--- src/inc/fdc_cmd_pkg.sv ---
// constants, types and enums for the recalibrate, relative seek and scan command block
package fdc_cmd_pkg;
   localparam logic [7:0]  OPC_RECAL       = 8'h07;
   localparam logic [7:0]  OPC_RSEEK_MASK  = 8'hBF;
   localparam logic [7:0]  OPC_RSEEK       = 8'h8F;
   localparam logic [7:0]  OPC_SCAN_MASK   = 8'h1F;
   localparam logic [7:0]  OPC_SCAN_EQ     = 8'h11;
   localparam logic [7:0]  OPC_SCAN_LE     = 8'h19;
   localparam logic [7:0]  OPC_SCAN_HE     = 8'h1D;
   localparam int          BIT_RSEEK_DIR   = 6;
   localparam int          BIT_HEAD_SEL    = 2;
   localparam int          BIT_LONG_COUNT  = 0;
   localparam int          BIT_EXT_RANGE   = 4;
   localparam int          BIT_WILDCARD    = 4;
   localparam int          ST2_SATISFIED   = 3;
   localparam int          ST2_NOT_SAT     = 2;
   localparam logic [11:0] RECAL_MAX_DEF   = 12'h055;
   localparam logic [11:0] RECAL_MAX_LONG  = 12'h0FF;
   localparam logic [11:0] RECAL_MAX_EXT   = 12'hF55;
   localparam logic [11:0] RECAL_MAX_BOTH  = 12'hFFF;
   localparam logic [3:0]  LEN_RECAL       = 4'h2;
   localparam logic [3:0]  LEN_RSEEK       = 4'h3;
   localparam logic [3:0]  LEN_SCAN        = 4'h9;
   localparam logic [3:0]  IDX_DRIVE       = 4'h2;
   localparam logic [3:0]  IDX_RTN         = 4'h3;
   localparam logic [3:0]  IDX_SECTOR      = 4'h5;
   localparam logic [3:0]  IDX_LAST_SECTOR = 4'h7;
   localparam logic [3:0]  IDX_GAP         = 4'h8;
   localparam logic [3:0]  IDX_STEP_SIZE   = 4'h9;
   localparam logic [7:0]  WILDCARD_BYTE   = 8'hFF;

   typedef enum logic [2:0] {
      CMD_NONE    = 3'b000,
      CMD_RECAL   = 3'b001,
      CMD_RSEEK   = 3'b010,
      CMD_SCAN_EQ = 3'b011,
      CMD_SCAN_LE = 3'b100,
      CMD_SCAN_HE = 3'b101
   } cmdKind_t;

   typedef enum logic [1:0] {
      PH_IDLE    = 2'b00,
      PH_COLLECT = 2'b01,
      PH_DELAY   = 2'b10,
      PH_SCAN    = 2'b11
   } phase_t;

   typedef struct packed {
      logic [7:0] diskByte;
      logic [7:0] hostByte;
      logic       valid;
      logic       lastOfSector;
   } scanByte_t;

   typedef struct packed {
      logic       step;
      logic       dirIn;
      logic [1:0] driveSel;
      logic       headSel;
   } driveIf_t;
endpackage

--- src/core/fdc_recal_seek_scan_cmds.sv ---
// command interpreter for recalibrate, relative seek and the three scan commands
`timescale 1ns/1ps
module fdc_recal_seek_scan_cmds (
   input  wire logic                   clock,
   input  wire logic                   rst_n,
   input  wire logic [7:0]             cmdByte,
   input  wire logic                   cmdWrite,
   input  wire logic [7:0]             modeParam2,
   input  wire logic [7:0]             modeParam3,
   input  wire logic [7:0]             modeParam4,
   input  wire logic [15:0]            delayCycles,
   input  wire logic [7:0]             stepCycles,
   input  wire logic                   pollPhase,
   input  wire logic                   trackZeroInput,
   input  wire logic                   senseIntAck,
   input  wire fdc_cmd_pkg::scanByte_t scanIn,
   input  wire logic                   transferTerminalCount,
   output fdc_cmd_pkg::driveIf_t       driveIf,
   output logic [3:0]                  mainStatusBusy,
   output logic                        cmdBusy,
   output logic                        intPending,
   output logic [11:0]                 presentTrack,
   output logic [7:0]                  resultStatusTwo,
   output logic                        scanDone,
   output logic [7:0]                  nextSector,
   output logic [7:0]                  gapLength
);
   import fdc_cmd_pkg::*;

   phase_t      phase,       next_phase;
   cmdKind_t    kind,        next_kind;
   logic [3:0]  count,       next_count;
   logic [15:0] delayTimer,  next_delayTimer;
   logic        stepActive,  next_stepActive;
   logic        isRecal,     next_isRecal;
   logic [11:0] stepRemain,  next_stepRemain;
   logic [7:0]  stepTimer,   next_stepTimer;
   logic [11:0] track [4];
   logic [11:0] next_track [4];
   logic [7:0]  lastSector,  next_lastSector;
   logic [7:0]  stepSize,    next_stepSize;
   logic        decided,     next_decided;
   logic        diskHigher,  next_diskHigher;
   logic [7:0]  sectorSt2,   next_sectorSt2;
   driveIf_t    next_driveIf;
   logic [3:0]  next_mainStatusBusy;
   logic        next_intPending;
   logic [7:0]  next_resultStatusTwo;
   logic        next_scanDone;
   logic [7:0]  next_nextSector;
   logic [7:0]  next_gapLength;
   logic [3:0]  cmdLen;
   logic [11:0] recalMax;
   logic        byteDiffers;
   logic        lastDecided;
   logic        lastHigher;
   logic        sectorMatch;
   logic        stepEnd;
   logic        intSet;

   always_comb
   begin
      case (kind)
         CMD_RECAL: cmdLen = LEN_RECAL;
         CMD_RSEEK: cmdLen = LEN_RSEEK;
         default:   cmdLen = LEN_SCAN;
      endcase
   end

   always_comb
   begin
      case ({modeParam2[BIT_LONG_COUNT], modeParam3[BIT_EXT_RANGE]})
         2'b00:   recalMax = RECAL_MAX_DEF;
         2'b10:   recalMax = RECAL_MAX_LONG;
         2'b01:   recalMax = RECAL_MAX_EXT;
         default: recalMax = RECAL_MAX_BOTH;
      endcase
   end

   assign byteDiffers = (scanIn.diskByte != scanIn.hostByte) &&
                        !(modeParam4[BIT_WILDCARD] && (scanIn.diskByte == WILDCARD_BYTE ||
                                                       scanIn.hostByte == WILDCARD_BYTE));
   // most significant byte first, so the first differing byte decides the sector
   assign lastDecided = decided || byteDiffers;
   assign lastHigher  = decided ? diskHigher : (scanIn.diskByte > scanIn.hostByte);

   always_comb
   begin
      case (kind)
         CMD_SCAN_LE: sectorMatch = !lastDecided || !lastHigher;
         CMD_SCAN_HE: sectorMatch = !lastDecided || lastHigher;
         default:     sectorMatch = !lastDecided;
      endcase
   end

   assign stepEnd = stepActive && (trackZeroInput || (stepRemain == 12'h000 &&
                                                      stepTimer == 8'h00));
   assign intSet = stepEnd;

   always_comb
   begin
      next_phase           = phase;
      next_kind            = kind;
      next_count           = count;
      next_delayTimer      = delayTimer;
      next_stepActive      = stepActive;
      next_isRecal         = isRecal;
      next_stepRemain      = stepRemain;
      next_stepTimer       = stepTimer;
      next_track           = track;
      next_lastSector      = lastSector;
      next_stepSize        = stepSize;
      next_decided         = decided;
      next_diskHigher      = diskHigher;
      next_sectorSt2       = sectorSt2;
      next_driveIf         = driveIf;
      next_driveIf.step    = 1'b0;
      next_mainStatusBusy  = mainStatusBusy;
      next_resultStatusTwo = resultStatusTwo;
      next_scanDone        = 1'b0;
      next_nextSector      = nextSector;
      next_gapLength       = gapLength;
      case (phase)
         PH_IDLE:
         begin
            if (cmdWrite)
            begin
               next_count = 4'h1;
               next_phase = PH_COLLECT;
               if (cmdByte == OPC_RECAL)
                  next_kind = CMD_RECAL;
               else if ((cmdByte & OPC_RSEEK_MASK) == OPC_RSEEK)
                  next_kind = CMD_RSEEK;
               else if ((cmdByte & OPC_SCAN_MASK) == OPC_SCAN_EQ)
                  next_kind = CMD_SCAN_EQ;
               else if ((cmdByte & OPC_SCAN_MASK) == OPC_SCAN_LE)
                  next_kind = CMD_SCAN_LE;
               else if ((cmdByte & OPC_SCAN_MASK) == OPC_SCAN_HE)
                  next_kind = CMD_SCAN_HE;
               else
               begin
                  next_kind  = CMD_NONE;
                  next_phase = PH_IDLE;
               end
            end
         end
         PH_COLLECT:
         begin
            if (cmdWrite)
            begin
               next_count = count + 4'h1;
               if (next_count == IDX_DRIVE)
               begin
                  next_driveIf.driveSel = cmdByte[1:0];
                  next_driveIf.headSel  = cmdByte[BIT_HEAD_SEL];
               end
               if (next_count == IDX_RTN && kind == CMD_RSEEK)
                  next_stepRemain = {4'h0, cmdByte};
               if (next_count == IDX_SECTOR)
                  next_nextSector = cmdByte;
               if (next_count == IDX_LAST_SECTOR)
                  next_lastSector = cmdByte;
               if (next_count == IDX_GAP)
                  next_gapLength = cmdByte;
               if (next_count == IDX_STEP_SIZE)
                  next_stepSize = cmdByte;
               if (next_count == cmdLen)
               begin
                  if (kind == CMD_RECAL || kind == CMD_RSEEK)
                  begin
                     next_mainStatusBusy[next_driveIf.driveSel] = 1'b1;
                     next_delayTimer = delayCycles;
                     next_isRecal    = (kind == CMD_RECAL);
                     next_phase      = PH_DELAY;
                     if (kind == CMD_RECAL)
                        next_stepRemain = recalMax;
                  end
                  else
                  begin
                     next_decided   = 1'b0;
                     next_sectorSt2 = 8'h00;
                     next_phase     = PH_SCAN;
                  end
               end
            end
         end
         PH_DELAY:
         begin
            if (delayTimer == 16'h0000)
            begin
               next_phase      = PH_IDLE;
               next_stepActive = 1'b1;
               next_stepTimer  = stepCycles;
            end
            else
               next_delayTimer = delayTimer - 16'h0001;
         end
         PH_SCAN:
         begin
            if (scanIn.valid)
            begin
               next_decided    = lastDecided;
               next_diskHigher = lastHigher;
            end
            if (scanIn.valid && scanIn.lastOfSector)
            begin
               next_sectorSt2                = 8'h00;
               next_sectorSt2[ST2_SATISFIED] = !lastDecided;
               next_sectorSt2[ST2_NOT_SAT]   = !sectorMatch;
               next_decided                  = 1'b0;
               next_nextSector               = nextSector + stepSize;
            end
            if (transferTerminalCount || (scanIn.valid && scanIn.lastOfSector &&
                                          (sectorMatch || nextSector == lastSector)))
            begin
               next_phase           = PH_IDLE;
               next_scanDone        = 1'b1;
               next_resultStatusTwo = next_sectorSt2;
            end
         end
         default: next_phase = PH_IDLE;
      endcase

      // stepping runs in the background while the phase machine is idle again
      if (stepEnd)
      begin
         next_stepActive = 1'b0;
         next_mainStatusBusy[driveIf.driveSel] = 1'b0;
         if (trackZeroInput && isRecal)
            next_track[driveIf.driveSel] = 12'h000;
      end
      else if (stepActive && pollPhase)
      begin
         if (stepTimer == 8'h00)
         begin
            if (stepRemain != 12'h000)
            begin
               next_driveIf.step = 1'b1;
               next_stepRemain   = stepRemain - 12'h001;
               if (driveIf.dirIn)
                  next_track[driveIf.driveSel] = track[driveIf.driveSel] + 12'h001;
               else if (track[driveIf.driveSel] != 12'h000)
                  next_track[driveIf.driveSel] = track[driveIf.driveSel] - 12'h001;
            end
            next_stepTimer = stepCycles;
         end
         else
            next_stepTimer = stepTimer - 8'h01;
      end

      if (phase == PH_IDLE && cmdWrite)
         next_driveIf.dirIn = ((cmdByte & OPC_RSEEK_MASK) == OPC_RSEEK) &&
                              cmdByte[BIT_RSEEK_DIR];

      // an acknowledge in the same cycle as a new end keeps the interrupt pending
      next_intPending = intSet || (intPending && !senseIntAck);
   end

   always_ff @(posedge clock or negedge rst_n)
   begin
      if (!rst_n)
      begin
         phase           <= PH_IDLE;
         kind            <= CMD_NONE;
         count           <= 4'h0;
         delayTimer      <= 16'h0000;
         stepActive      <= 1'b0;
         isRecal         <= 1'b0;
         stepRemain      <= 12'h000;
         stepTimer       <= 8'h00;
         track           <= '{default: 12'h000};
         lastSector      <= 8'h00;
         stepSize        <= 8'h00;
         decided         <= 1'b0;
         diskHigher      <= 1'b0;
         sectorSt2       <= 8'h00;
         driveIf         <= '0;
         mainStatusBusy  <= 4'h0;
         intPending      <= 1'b0;
         resultStatusTwo <= 8'h00;
         scanDone        <= 1'b0;
         nextSector      <= 8'h00;
         gapLength       <= 8'h00;
      end
      else
      begin
         phase           <= next_phase;
         kind            <= next_kind;
         count           <= next_count;
         delayTimer      <= next_delayTimer;
         stepActive      <= next_stepActive;
         isRecal         <= next_isRecal;
         stepRemain      <= next_stepRemain;
         stepTimer       <= next_stepTimer;
         track           <= next_track;
         lastSector      <= next_lastSector;
         stepSize        <= next_stepSize;
         decided         <= next_decided;
         diskHigher      <= next_diskHigher;
         sectorSt2       <= next_sectorSt2;
         driveIf         <= next_driveIf;
         mainStatusBusy  <= next_mainStatusBusy;
         intPending      <= next_intPending;
         resultStatusTwo <= next_resultStatusTwo;
         scanDone        <= next_scanDone;
         nextSector      <= next_nextSector;
         gapLength       <= next_gapLength;
      end
   end

   assign cmdBusy      = (phase != PH_IDLE);
   assign presentTrack = track[driveIf.driveSel];
endmodule

--- config.mk ---
export PLATFORM = sky130hd
export DESIGN_NAME = fdc_recal_seek_scan_cmds
export DESIGN_NICKNAME = d
export VERILOG_FILES = /design/src/inc/fdc_cmd_pkg.sv /design/src/core/fdc_recal_seek_scan_cmds.sv
export SDC_FILE = /design/constraint.sdc
export NUM_CORES = 1
export LEC_CHECK = 0
export ABC_AREA = 1
export BUFFER_PORTS_ARGS = -buffer_cell sky130_fd_sc_hd__buf_2
export CORE_MARGIN = 2
export CORE_UTILIZATION = 63
export CTS_CLUSTER_DIAMETER = 80
export DETAILED_ROUTE_END_ITERATION = 12
export HOLD_SLACK_MARGIN = 0.02
export PLACE_DENSITY = 0.91
export SLEW_MARGIN = 20
export SYNTH_ARGS = -nofsm -noshare
export SYNTH_HDL_FRONTEND = slang
export SYNTH_SLANG_ARGS = --single-unit
--- constraint.sdc ---
create_clock -name clock -period 6.2 [get_ports clock]
set_clock_uncertainty 0.15 [all_clocks]
set_input_delay 0.31 -clock clock [delete_from_list [all_inputs] [get_ports clock]]
set_output_delay 0.31 -clock clock [all_outputs]
set_load 0.01 [all_outputs]
Word level (Yosys, flattened, before mapping) --
Cells that the tools add are included.
Storage, ports and cells: output and inout port bits 48, register bits 156, logic and storage cells 242, input port bits 81
Cells by class: multiplexer cells 94, bitwise logic cells 6, reductions and logical operators 63, add/sub/neg operators 7, equality and inequality tests 38, $lt $le $gt $ge 7
Operators by type and width (count):
- 2-to-1 mux 48 bit | 7
- 2-to-1 mux 12 bit | 13
- bitwise mux 48 bit | 2
- 2-to-1 mux 8 bit | 12
- 2-to-1 mux 16 bit | 4
- bitwise AND 48 bit | 1
- inverter 48 bit | 1
- one-hot mux 12 bit (3 select lines) | 1
- one-hot mux 16 bit (2 select lines) | 1
- one-hot mux 8 bit (2 select lines) | 2
- 2-to-1 mux 4 bit | 7
- binary-select mux 12 bit (select 2 bit) | 1
- demux 12 bit (select 2 bit) | 1
- 2-to-1 mux 3 bit | 8
- nonzero test 12 bit | 2
- subtractor 12 x 1 -> 12 bit, second input constant | 2
- 2-to-1 mux 1 bit | 23
- inequality test 2 bit, second input constant | 10
- AND reduction 5 bit | 4
- nonzero test 2 bit | 9
- == test 8 bit, second input constant | 2
- logical NOT 16 bit | 1
- one-hot mux 4 bit (2 select lines) | 2
- subtractor 16 x 1 -> 16 bit, second input constant | 1
- other kinds (43) | 98

Depth between registers and ports, before layout --
Gate-level depths: netlist of run 1.
depth in word-level cells 16, depth in mapped cells 20, gate-level depth less buffers 18

Least setup slack after synthesis of run 1 --
OpenSTA, ideal clock, no wires.
kind register to register, start point reg driveIf[2] in the netlist's numbering, end point reg track[22] in the netlist's numbering, cell stages (with the launch flop) 19, buffers on the path 3, setup slack 3.742 ns, arrival 2.182 ns, period minus slack after synthesis 2.458 ns, required time 5.924 ns, cells stage by stage dfrtp_1 buf_4 inv_2 buf_2 nand2_1 nand2_1 inv_1 ha_1 nand3_1 nor2_1 nand2_1 nor2_2 nand2_2 nand2_4 nor2_4 inv_4 buf_6 nand2_1 o21ai_0
On the way: cells in the longest elaborated chain, start to end 12, elaborated cells on any way between the ends 25, those cells by class add/sub: 2; order compare: 2; mux: 14; bitwise: 3; reduce/logical: 4
RTL lines:
- start: declaration | RTL line fdc_recal_seek_scan_cmds.sv:18 | output fdc_cmd_pkg::driveIf_t driveIf,
- start signal: assignment | RTL line fdc_recal_seek_scan_cmds.sv:301 | driveIf <= next_driveIf;
- inverter 2 -> 3 bit (*)
- binary-select mux 12 bit (select 2 bit) (*)
- 2-to-1 mux 12 bit (*) (2 in series)
- named net presentTrack[0] | RTL line fdc_recal_seek_scan_cmds.sv:22 | output logic [11:0] presentTrack,
- subtractor 12 x 1 -> 12 bit | RTL line fdc_recal_seek_scan_cmds.sv:243 | next_track[driveIf.driveSel] = track[driveIf.driveSel] - 12'h001;
- bitwise mux 48 bit | RTL line fdc_recal_seek_scan_cmds.sv:243
- 2-to-1 mux 48 bit | RTL line fdc_recal_seek_scan_cmds.sv:242 | else if (track[driveIf.driveSel] != 12'h000)
- 2-to-1 mux 48 bit | RTL line fdc_recal_seek_scan_cmds.sv:240 | if (driveIf.dirIn)
- 2-to-1 mux 48 bit | RTL line fdc_recal_seek_scan_cmds.sv:236 | if (stepRemain != 12'h000)
- 2-to-1 mux 48 bit | RTL line fdc_recal_seek_scan_cmds.sv:234 | if (stepTimer == 8'h00)
- 2-to-1 mux 48 bit | RTL line fdc_recal_seek_scan_cmds.sv:232 | else if (stepActive && pollPhase)
- 2-to-1 mux 48 bit | RTL line fdc_recal_seek_scan_cmds.sv:225 | if (stepEnd)
- end signal: assignment | RTL line fdc_recal_seek_scan_cmds.sv:295 | track <= next_track;
- end: declaration | RTL line fdc_recal_seek_scan_cmds.sv:38 | logic [11:0] track [4];
Mark *: on every way through the listed nets, which the timed path passes. The rest lies on a longest branch. The select of a mux whose other input is x is not followed. A chain may end at the register's enable or synchronous reset.

Final worst setup path of run 1 --
start point reg stepTimer[0], end point reg track[47] in the netlist's numbering
On the way: cells in the longest elaborated chain, start to end 6, elaborated cells on any way between the ends 11, those cells by class eq/ne: 1; mux: 1; reduce/logical: 9
RTL lines:
- start: declaration | RTL line fdc_recal_seek_scan_cmds.sv:37 | logic [7:0] stepTimer, next_stepTimer;
- start signal: assignment | RTL line fdc_recal_seek_scan_cmds.sv:294 | stepTimer <= next_stepTimer;
- logical NOT 8 bit (*) | RTL line fdc_recal_seek_scan_cmds.sv:97, fdc_recal_seek_scan_cmds.sv:234
- logical AND 1 bit | RTL line fdc_recal_seek_scan_cmds.sv:96 | assign stepEnd = stepActive && (trackZeroInput || (stepRemain == 12'h000 &&
- logical OR 1 bit | RTL line fdc_recal_seek_scan_cmds.sv:96
- logical AND 1 bit | RTL line fdc_recal_seek_scan_cmds.sv:96
- inequality test 2 x 1 -> 1 bit (no source line) (tied with other cells)
- AND reduction 5 bit (no source line)
Mark *: on every way between the ends. The rest lies on a longest branch, timed or not.

==> metrics.md, run 1 <==
| Metric | Value |
|---|---|
| DIE AREA | 15600 sq um |
| Setup crit end kind | register |
| Cell variety after synth | 45 |
| Vias in the first global route | 8655 |
| Maximum VDD drop | 0.2033 mV |
| DR vias | 8925 |
| Remaining global-route overflow | 0 |
| CP max FO | 16 |
| MaxCap Viol Count | 0 |
| CTS sink count | 156 |
| Rows | 44 |
| Starting Density | 0.6384 |
| RSZ-0062 raised after global routing | false |
| # H-tree levels | 4 |
| Post-placement setup slack | 2.672 ns |
| Routability congestion estimate | 0.9456 |
| TritonCTS clock tree | built |
| Worst Tran Pin Value | 0.9627 ns |
| Layout cells sized above 1 | 0.1289 |
| Total Routing Usage GR | 0.3150 |
| Syn Area/Cell | 7.331 sq um |
| Post-synth EDFFs | 0 |
| Endpoints failing hold | 0 |
| Final Max Slew Viols | 0 |
| Port bufs | 107 |
| FILL cells | 1115 |
| Synth Flop Type | dfrtp_1 |
| Clock latency on the worst-skew pair | 0.43 ns |
| Dpl hpwl | 16300 um |
| PnR worst setup slack | 2.471 ns |
| Antenna violations before repair | 1 |
| Crit-path max cell delay | 0.58 ns |
| Resized Gates After CTS | 0 |
| Drt initial violations | 1005 |
| First-pass GRT wire length | 40140 um |
| Setup TNS | 0 ns |
| Final instance area | 10560 sq um |
| Area Overhead vs Synth | 14.66% |
| Clock transition at path regs | 0.07 ns |
| Vias per cell | 5.703 |
| Synth warn | 0 |
| CP arrival | 3.89 ns |
| Max-Slew Margin vs Limit | 0.3582 |
| DR DRC count | 0 |
| Wire per inst | 15.22 um |
| Post-Syn Instances | 1256 |
| Tmin final | 3.729 ns |
| R2r setup slk | 2.47 ns |
| Num CTS Buffers | 17 |
| Pleak | 5.601 nW |
| Setup Fix Bufs, Post-CTS | 0 |
| Die Width | 124.9 um |
| Worst setup path category | register to register |
| Crit path cell chain | inv_1 -> ha_1 -> nand2_1 -> nor2_1 -> nand3_1 -> nand2_1 -> nand2_2 -> inv_2 -> nor2_1 -> nand2_2 -> nand2_4 -> nor2_2 -> inv_2 -> nand2_1 -> nand2_1 |
| Routed Antenna Nets | 0 |
| Nets | 1475 |
| HP Class | primary input to register |
| Final wirelength | 23830 um |
| Core area | 14420 sq um |
| N_diodes | 0 |
| Seq/Total Area, Yosys | 0.4240 |
| Worst EP required | 6.36 ns |
| Post-synth net total | 1363 |
| Critical path's slowest cell | nor2_1 |
| Power Density | 212.4 nW/um^2 |
| # IOs | 129 |
| Die height | 124.9 um |
| CP startpoint kind | register |
| Yosys reg bits | 156 |
| Setup violators final | 0 |
| Final critical-path share of the clock period | 0.6014 |
| Worst path most repeated cell | nand2_1 |
| FFs w/ async S/R, synth | 1.000 |
| DP Area | 9799 sq um |
| Mapped Area | 9208 sq um |
| Hold-fix buffers, CTS | 18 |
| Clock Tree Buf Depth | 2 |
| Clk Tree Root Cell | clkbuf_16 |
| Status | finished clean |
| Pre-Repair DR Iteration Count | 8 |
| Fmax achieved | 268.2 MHz |
| Storage cell area | 3904 sq um |
| Largest net degree at the start of global routing | 86 |
| Area of the multi-input gates | 4534 sq um |
layout make-up:
| cell class | count | area share |
|---|---|---|
| multi-input combinational | 915 | 0.4295 |
| sequential | 156 | 0.3698 |
| timing repair buffer | 127 | 0.06980 |
| inverter | 151 | 0.05440 |
| clock buffer | 21 | 0.04361 |
| tap | 184 | 0.02181 |
| clock inverter | 11 | 0.01114 |
cell usage after synthesis, types with 9 or more instances:
cell type / number / area share
a21oi_1: 31 / 0.017
a31oi_1: 12 / 0.0082
buf_2: 9 / 0.0049
clkbuf_1: 16 / 0.0065
dfrtp_1: 156 / 0.42
ha_1: 25 / 0.034
inv_1: 139 / 0.057
nand2_1: 380 / 0.15
nand2_2: 9 / 0.0061
nand3_1: 65 / 0.035
nand4_1: 17 / 0.012
nor2_1: 111 / 0.045
nor3_1: 25 / 0.014
o211ai_1: 12 / 0.0098
o21ai_0: 108 / 0.059
o21ai_1: 28 / 0.015
o22ai_1: 13 / 0.0088
xor2_1: 22 / 0.021
flip-flops by register name, summed over array words and instances, names as in the netlist:
register and count:
phase 2, decided 1, scanDone 1, stepActive 1
nextSector 8, lastSector 8, delayTimer 16, count 4
diskHigher 1, sectorSt2 8, isRecal 1, kind 3
gapLength 8, driveIf 5, intPending 1, mainStatusBusy 4
stepRemain 12, stepTimer 8, stepSize 8, resultStatusTwo 8
track 48
critical path, delay by kind of cell, from the launching register on:
family / cells / cell delay [ns]
simple gates: 11 / 2.17
buf+inv: 3 / 0.69
flops: 1 / 0.38
fa+ha+maj: 1 / 0.19
power breakdown:
group	switching, W	internal, W
combinational	0.000112	0.0000588
clock	0.000418	0.000612
sequential	0.0000162	0.00103
total	0.000545	0.00170
final timing paths:
path / from / endpoint / cells past startpoint
max: stepTimer[0] / track[47] / 15
min: stepCycles[0] / stepTimer[0] / 3
max reg2reg: stepTimer[0] / track[47] / 15
min reg2reg: resultStatusTwo[2] / resultStatusTwo[2] / 2
max in group asynchronous: rst_n / stepActive / 3
min in group asynchronous: rst_n / stepSize[7] / 2
layout by cell type, fill, tap and decap left out, types with 12 or more instances in the layout:
cell / count
a21oi_1: 31
a31oi_1: 12
buf_2: 106
clkbuf_16: 17
dfrtp_1: 156
dlygate4sd3_1: 18
ha_1: 25
inv_1: 139
nand2_1: 380
nand3_1: 65
nand4_1: 17
nor2_1: 111
nor3_1: 25
o211ai_1: 12
o21ai_0: 108
o21ai_1: 28
o22ai_1: 13
xor2_1: 22
cells by family (layout without fill, tap and decap cells):
group	count (synthesis)	after routing	share of synthesized area
AOI/OAI and AO/OA	224	224	0.1349
xor gates and xnor gates	31	31	0.03030
adders and majority gates	26	26	0.03615
buffers and inverters	185	310	0.08357
DFF	156	156	0.4240
muxes	2	2	0.002310
and+or+nand+nor	632	632	0.2888
routing by layer:
layer	vias to the layer above	share of wire	global-route usage
met5	-	0.00046	0
met4	2	0.027	0.1281
met3	79	0.074	0.07560
met2	417	0.48	0.5204
met1	4124	0.41	0.4011
li1	4303	-	-
metrics by stage:
| stage | utilization | instances | hold slack [ns] | total power, W |
|---|---|---|---|---|
| 2_1_floorplan | - | 1256 | -0.1356 | 0.001148 |
| 3_3_place_gp | 0.6794 | 1515 | 0.2535 | 0.001213 |
| 3_5_place_dp | 0.6794 | 1515 | 0.2512 | 0.001218 |
| 4_1_cts | 0.7320 | 1565 | 0.02334 | 0.002239 |
| 5_1_grt | 0.7320 | 1565 | 0.04324 | 0.002320 |
| 6_report | 0.7320 | 1565 | 0.01932 | 0.002242 |
(Power assumes the default switching activity.)
==> run 2: changes to the inputs <==
--- a/config.mk
+++ b/config.mk
@@ -5,14 +5,14 @@
 export SDC_FILE = /design/constraint.sdc
 export NUM_CORES = 1
 export LEC_CHECK = 0
-export ABC_AREA = 1
+export ABC_AREA = 0
 export BUFFER_PORTS_ARGS = -buffer_cell sky130_fd_sc_hd__buf_2
 export CORE_MARGIN = 2
-export CORE_UTILIZATION = 63
+export CORE_UTILIZATION = 52
 export CTS_CLUSTER_DIAMETER = 80
 export DETAILED_ROUTE_END_ITERATION = 12
 export HOLD_SLACK_MARGIN = 0.02
-export PLACE_DENSITY = 0.91
+export PLACE_DENSITY = 0.82
 export SLEW_MARGIN = 20
 export SYNTH_ARGS = -nofsm -noshare
 export SYNTH_HDL_FRONTEND = slang
==> constraint.sdc (replaced) <==
create_clock -name clock -period 3.25 [get_ports clock]
set_clock_uncertainty 0.15 [all_clocks]
set_input_delay 0.1625 -clock clock [delete_from_list [all_inputs] [get_ports clock]]
set_output_delay 0.1625 -clock clock [all_outputs]
set_load 0.01 [all_outputs]
==> metrics.md, run 2 <==
| Metric | Value |
|---|---|
| DR DRC count | 0 |
| Instance count on the critical path | 10 |
| Seq/Total Area, Yosys | 0.4421 |
| Tmin final | 3.147 ns |
| Final Max Slew Viols | 0 |
| DR vias | 7516 |
| Fmax achieved | 317.7 MHz |
| Port bufs | 107 |
| Starting Density | 0.5324 |
| Setup crit end kind | register |
| Synth top area share | 0.4421 |
| Cell variety after synth | 72 |
| Dpl cells | 1217 |
| Maximum VDD drop | 0.5062 mV |
| Pleak | 4.951 nW |
| FFs w/ async S/R, synth | 1.000 |
| CP startpoint kind | register |
| Yosys reg bits | 156 |
| Mapped Area | 8830 sq um |
| Worst Tran Pin Value | 1.020 ns |
| Die Width | 134.3 um |
| Remaining global-route overflow | 0 |
| Final critical-path share of the clock period | 0.9684 |
| Largest net degree at the start of global routing | 67 |
| Finished Layout Cells | 1281 |
| Crit path cell chain | buf_12 -> mux4_2 -> inv_1 -> ha_1 -> nor2b_1 -> nand2b_1 -> o31ai_4 -> nand2_2 -> nand2_1 -> mux2_1 |
| Worst Setup SP | driveIf[1] |
| MaxCap Viol Count | 0 |
| Syn Area/Cell | 9.811 sq um |
| DIE AREA | 18040 sq um |
| Worst R2R End | track[24] |
| Nets | 1158 |
| Crit-path max cell delay | 0.56 ns |
| TritonCTS clock tree | built |
| HP Class | primary input to register |
| Synth Flop Type | dfrtp_1 |
| Area Overhead vs Synth | 20.49% |
| Most frequent cell after synthesis | dfrtp_1 |
| Top reg by flops | track |
| CP arrival | 3.29 ns |
| # H-tree levels | 4 |
| Pre-Repair DR Iteration Count | 6 |
| Post-placement setup slack | 0.01074 ns |
| CP bufs+invs | 2 |
| Synth warn | 0 |
| # IOs | 129 |
| First-pass GRT wire length | 35510 um |
| Clock Tree Buf Depth | 2 |
| Hold slack final | 0.03670 ns |
| Synth area leader | dfrtp_1 |
| Final Util | 0.6415 |
| CP endpoint | track[24] |
| RSZ-0062 raised after global routing | true |
| CTS sink count | 156 |
| Endpoints failing hold | 0 |
| Most common cell after layout, fill and taps aside | dfrtp_1 |
| Reg2Reg Depth | 10 |
| Most frequent cells in the layout | dfrtp_1, buf_2, nor2_1, a21oi_1, nand2_1 |
| PnR worst setup slack | 0.1027 ns |
| DP Area | 9732 sq um |
| Max-Slew Margin vs Limit | 0.3199 |
| Worst setup path category | register to register |
| Layout cells sized above 1 | 0.2130 |
| Final instance area | 10640 sq um |
| Setup Fix Bufs, Post-CTS | 0 |
| Worst EP required | 3.40 ns |
| N_diodes | 0 |
| Core area | 16580 sq um |
| Antenna violations before repair | 0 |
| Dpl hpwl | 15140 um |
| Status | finished clean |
| Post-synth net total | 1007 |
| Num CTS Buffers | 17 |
| Vias in the first global route | 7390 |
| Hold depth | 4 |
| Clk Tree Root Cell | clkbuf_16 |
| Post-synth top cells | dfrtp_1, nor2_1, a21oi_1 |
| Largest delay share family, worst path | multiplexers |
| Clock latency on the worst-skew pair | 0.43 ns |
| Total Routing Usage GR | 0.2453 |
| Post-Syn Instances | 900 |
| Routability congestion estimate | 0.8710 |
| Final wirelength | 21510 um |
| Largest registers | track (48), delayTimer (16), stepRemain (12) |
| Setup violators final | 0 |
| Clock transition at path regs | 0.06 ns |
| Power Density | 794.2 nW/um^2 |
| Rows | 47 |
| Reg-to-reg startpoint | driveIf[1] |
| Die height | 134.3 um |
| Synth top area cells | dfrtp_1, nor2_1, mux2_2, ha_1, a21oi_1 |
| Drt initial violations | 539 |
| R2r setup slk | 0.10 ns |
| CP max FO | 14 |
| Wire per inst | 16.79 um |
| Post-synth EDFFs | 0 |
| Critical path's slowest cell | mux4_2 |
| Vias per cell | 5.867 |
| Routed Antenna Nets | 0 |
| Max FFs per register | 48 |
run 2: cell count changes after synthesis, moves of 14 or more:
cell,delta
a21oi_1,+31
inv_1,-106
clkbuf_1,+16
mux2_1,+20
nand2b_1,+14
o2bb2ai_1,+18
o21ai_0,-54
nor2_1,-19
o21ai_1,-22
mux2i_1,+20
nand2_1,-320
nor2b_1,+16
mux2_2,+28
nand3_1,-39
run 2: repair_timing:
action | CTS | global route
hold endpoints to repair | 116 | 0
resized for setup | 1 | 0
endpoints found under the setup margin | 5 | 21
hold buffers | 35 | 0
run 2: area by class of cell:
type / count / area (sq um)
Clock buffer: 21 / 460.4
Clock inverter: 8 / 95.09
Fill cell: 1320 / 5944
Inverter: 33 / 123.9
Multi-Input combinational cell: 668 / 4614
Sequential cell: 156 / 3905
Tap cell: 220 / 275.3
Timing Repair Buffer: 175 / 1165
run 2: cell families (layout without fill, tap and decap cells):
family                   count (synthesis)  in the layout  share of synthesized area
AO/OA/AOI/OAI                          229            229                     0.1692
XOR/XNOR                                25             25                    0.02480
adder cells (fa/ha/maj)                 26             26                    0.03769
buffers and inverters                   76            237                    0.03599
flip-flops                             156            156                     0.4421
multiplexers                            82             82                     0.1169
AND/OR/NAND/NOR                        306            306                     0.1733
run 2: worst min-delay path, stage by stage:
cell and delay, ns:
buf_2 0.08, a41o_1 0.12, o21ai_0 0.10, o22ai_1 0.10
run 2: per-stage QoR:
| stage | setup TNS [ns] | power [W] |
|---|---|---|
| floorplan | 0 | 0.005375 |
| detailed placement | 0 | 0.006473 |
| finish | 0 | 0.008450 |
| CTS | 0 | 0.008450 |
| global route | -0.8155 | 0.009003 |
| global placement | 0 | 0.006331 |
run 2: layer usage:
| metal | share of wire | track usage |
|---|---|---|
| met2 | 0.49 | 0.3954 |
| met5 | 0 | 0 |
| met4 | 0.022 | 0.1012 |
| met1 | 0.45 | 0.3255 |
| met3 | 0.044 | 0.04989 |
run 2: worst min-delay path by stage:
stage / startpoint / to / slack, ns
global placement: rst_n / resultStatusTwo[0] / 0.04
global route: transferTerminalCount / resultStatusTwo[2] / 0.07
floorplan: rst_n / count[0] / -0.28
detailed placement: rst_n / resultStatusTwo[0] / 0.04
finish: transferTerminalCount / resultStatusTwo[2] / 0.04
CTS: transferTerminalCount / resultStatusTwo[2] / 0.02
run 2: power by group:
| group | internal [W] | leakage (nW) | switching [W] |
|---|---|---|---|
| logic | 0.00159 | 2.62 | 0.00195 |
| registers | 0.00246 | 2.06 | 0.000537 |
| clock network | 0.00115 | 0.270 | 0.000757 |
==> run 3: changes to the inputs <==
--- a/config.mk
+++ b/config.mk
@@ -8,11 +8,11 @@
 export ABC_AREA = 0
 export BUFFER_PORTS_ARGS = -buffer_cell sky130_fd_sc_hd__buf_2
 export CORE_MARGIN = 2
-export CORE_UTILIZATION = 52
+export CORE_UTILIZATION = 58
 export CTS_CLUSTER_DIAMETER = 80
 export DETAILED_ROUTE_END_ITERATION = 12
 export HOLD_SLACK_MARGIN = 0.02
-export PLACE_DENSITY = 0.82
+export PLACE_DENSITY = 0.86
 export SLEW_MARGIN = 20
 export SYNTH_ARGS = -nofsm -noshare
 export SYNTH_HDL_FRONTEND = slang
==> constraint.sdc (replaced) <==
create_clock -name clock -period 3.1 [get_ports clock]
set_clock_uncertainty 0.15 [all_clocks]
set_input_delay 0.155 -clock clock [delete_from_list [all_inputs] [get_ports clock]]
set_output_delay 0.155 -clock clock [all_outputs]
set_load 0.01 [all_outputs]
==> metrics.md, run 3 (synthesized netlist as in run 2, its figures left out) <==
| Metric | Value |
|---|---|
| Remaining global-route overflow | 0 |
| N_diodes | 0 |
| MaxCap Viol Count | 0 |
| CP arrival | 3.22 ns |
| Hold slack final | 0.04131 ns |
| Most frequent cells in the layout | dfrtp_1, buf_2, nor2_1, a21oi_1, nand2_1 |
| Core area | 15030 sq um |
| Rows | 45 |
| Pleak | 5.014 nW |
| Design Power | 0.008982 W |
| Routability congestion estimate | 0.9043 |
| Setup violators final | 0 |
| CTS sink count | 156 |
| Port bufs | 107 |
| Status | finished clean |
| Final wirelength | 22710 um |
| DIE AREA | 16230 sq um |
| Clk Tree Root Cell | clkbuf_16 |
| First-pass GRT wire length | 37180 um |
| Largest net degree at the start of global routing | 99 |
| Crit path cell chain | buf_4 -> mux4_2 -> buf_4 -> or3_1 -> or4_1 -> o21ai_1 -> xor2_1 -> nand2b_1 -> o2bb2ai_1 |
| Final instance area | 10700 sq um |
| Final Max Slew Viols | 0 |
| Tmin final | 3.015 ns |
| HP Class | primary input to register |
| Total Routing Usage GR | 0.2851 |
| Vias in the first global route | 7643 |
| TritonCTS clock tree | built |
| CP startpoint kind | register |
| Wire per inst | 17.98 um |
| Worst Tran Pin Value | 1.011 ns |
| DR DRC count | 0 |
| Area Overhead vs Synth | 21.13% |
| Crit-path max cell delay | 0.52 ns |
| Clock latency on the worst-skew pair | 0.43 ns |
| Starting Density | 0.5873 |
| # IOs | 129 |
| Critical path's slowest cell | mux4_2 |
| Pre-Repair DR Iteration Count | 7 |
| Fmax achieved | 331.7 MHz |
| Die height | 127.4 um |
| DP Area | 9739 sq um |
| Vias per cell | 6.264 |
| # H-tree levels | 4 |
| Worst path most repeated cell | buf_4 |
| Antenna violations before repair | 0 |
| Most common cell after layout, fill and taps aside | dfrtp_1 |
| Top reg by flops | track |
| CP max FO | 8 |
| Dpl hpwl | 15240 um |
| Final critical-path share of the clock period | 0.9726 |
| Worst EP required | 3.30 ns |
| Post-placement setup slack | -0.006488 ns |
| Endpoints failing hold | 0 |
| DR vias | 7911 |
| Setup crit end kind | register |
| Power Density | 839.8 nW/um^2 |
| Die Width | 127.4 um |
| Worst setup path category | register to register |
| Max FFs per register | 48 |
| Routed Antenna Nets | 0 |
| Nets | 1169 |
| Num CTS Buffers | 17 |
| Largest registers | track (48), delayTimer (16), stepRemain (12) |
| Maximum VDD drop | 0.5578 mV |
| Layout cells sized above 1 | 0.2270 |
| Clock transition at path regs | 0.06 ns |
| Drt initial violations | 964 |
| Clock Tree Buf Depth | 2 |
| PnR worst setup slack | 0.08505 ns |
| Max-Slew Margin vs Limit | 0.3257 |
-- run 3: changes by cell type in the layout (fill, tap and decap cells not counted) --
cell,previous run,this run
buf_4,31,42
clkinv_4,0,3
clkbuf_1,2,0
inv_6,0,2
nand2_1,60,58
nand2_2,1,3
buf_12,2,1
bufinv_16,2,1
clkinvlp_4,2,3
dlygate4sd3_1,35,36
nor3b_1,8,7
nor3b_2,0,1
-- run 3: worst max-delay path: cells and delay by family, from the launching register on --
family | cells | cell delay (ns)
DFF | 1 | 0.48
buffers and inverters | 2 | 0.34
muxes | 1 | 0.52
and+or+nand+nor | 3 | 0.99
xor gates and xnor gates | 1 | 0.16
AOI/OAI and AO/OA | 2 | 0.29
-- run 3: layout make-up --
cell class	count	area (sq um)
Clock buffer	19	452.9
Clock inverter	13	116.4
Fill cell	1062	4338
Inverter	33	123.9
Multi-Input combinational cell	668	4624
Sequential cell	156	3905
Tap cell	188	235.2
Timing Repair Buffer	186	1237
-- run 3: layer usage --
layer	global-route usage	share of wire	wire length, um	up-vias
li1	-	-	-	3617
met1	0.3787	0.42	9452	3845
met2	0.4700	0.49	11170	379
met3	0.05360	0.063	1433	70
met4	0.1060	0.029	652	0
met5	0	0	0	-
-- run 3: report_power, final --
part           leakage, nW  internal (W)  switching, W  total, W
logic                 2.68       0.00170       0.00209   0.00379
registers             2.06       0.00258      0.000601   0.00318
clock network        0.276       0.00115      0.000865   0.00201
total                 5.01       0.00542       0.00356   0.00898
-- run 3: repair_timing --
item                                    CTS  global route
resized for setup                         1             3
hold buffers                             36             0
endpoints found under the hold margin   157             0
endpoints found under the setup margin   10            25
buffers inserted                          0             2
-- run 3: through the flow --
step             util  setup TNS, ns  cells
6_report       0.7114              0   1263
5_1_grt        0.7114        -0.1400   1263
4_1_cts        0.7098              0   1261
3_5_place_dp   0.6479       -0.01067   1193
3_3_place_gp   0.6479              0   1193
2_1_floorplan       -              0    900
-- run 3: path summary, 6_finish.rpt --
check                                start            to  slack [ns]  depth (start not counted)
worst max-delay path            driveIf[1]     track[17]        0.09                          9
worst min-delay path            cmdByte[0]  gapLength[0]        0.04                          2
worst max register to register  driveIf[1]     track[17]        0.09                          9
worst min register to register   track[35]     track[35]        0.33                          1
max in group asynchronous            rst_n  stepTimer[7]        1.73                          3
min in group asynchronous            rst_n      scanDone        0.24                          2
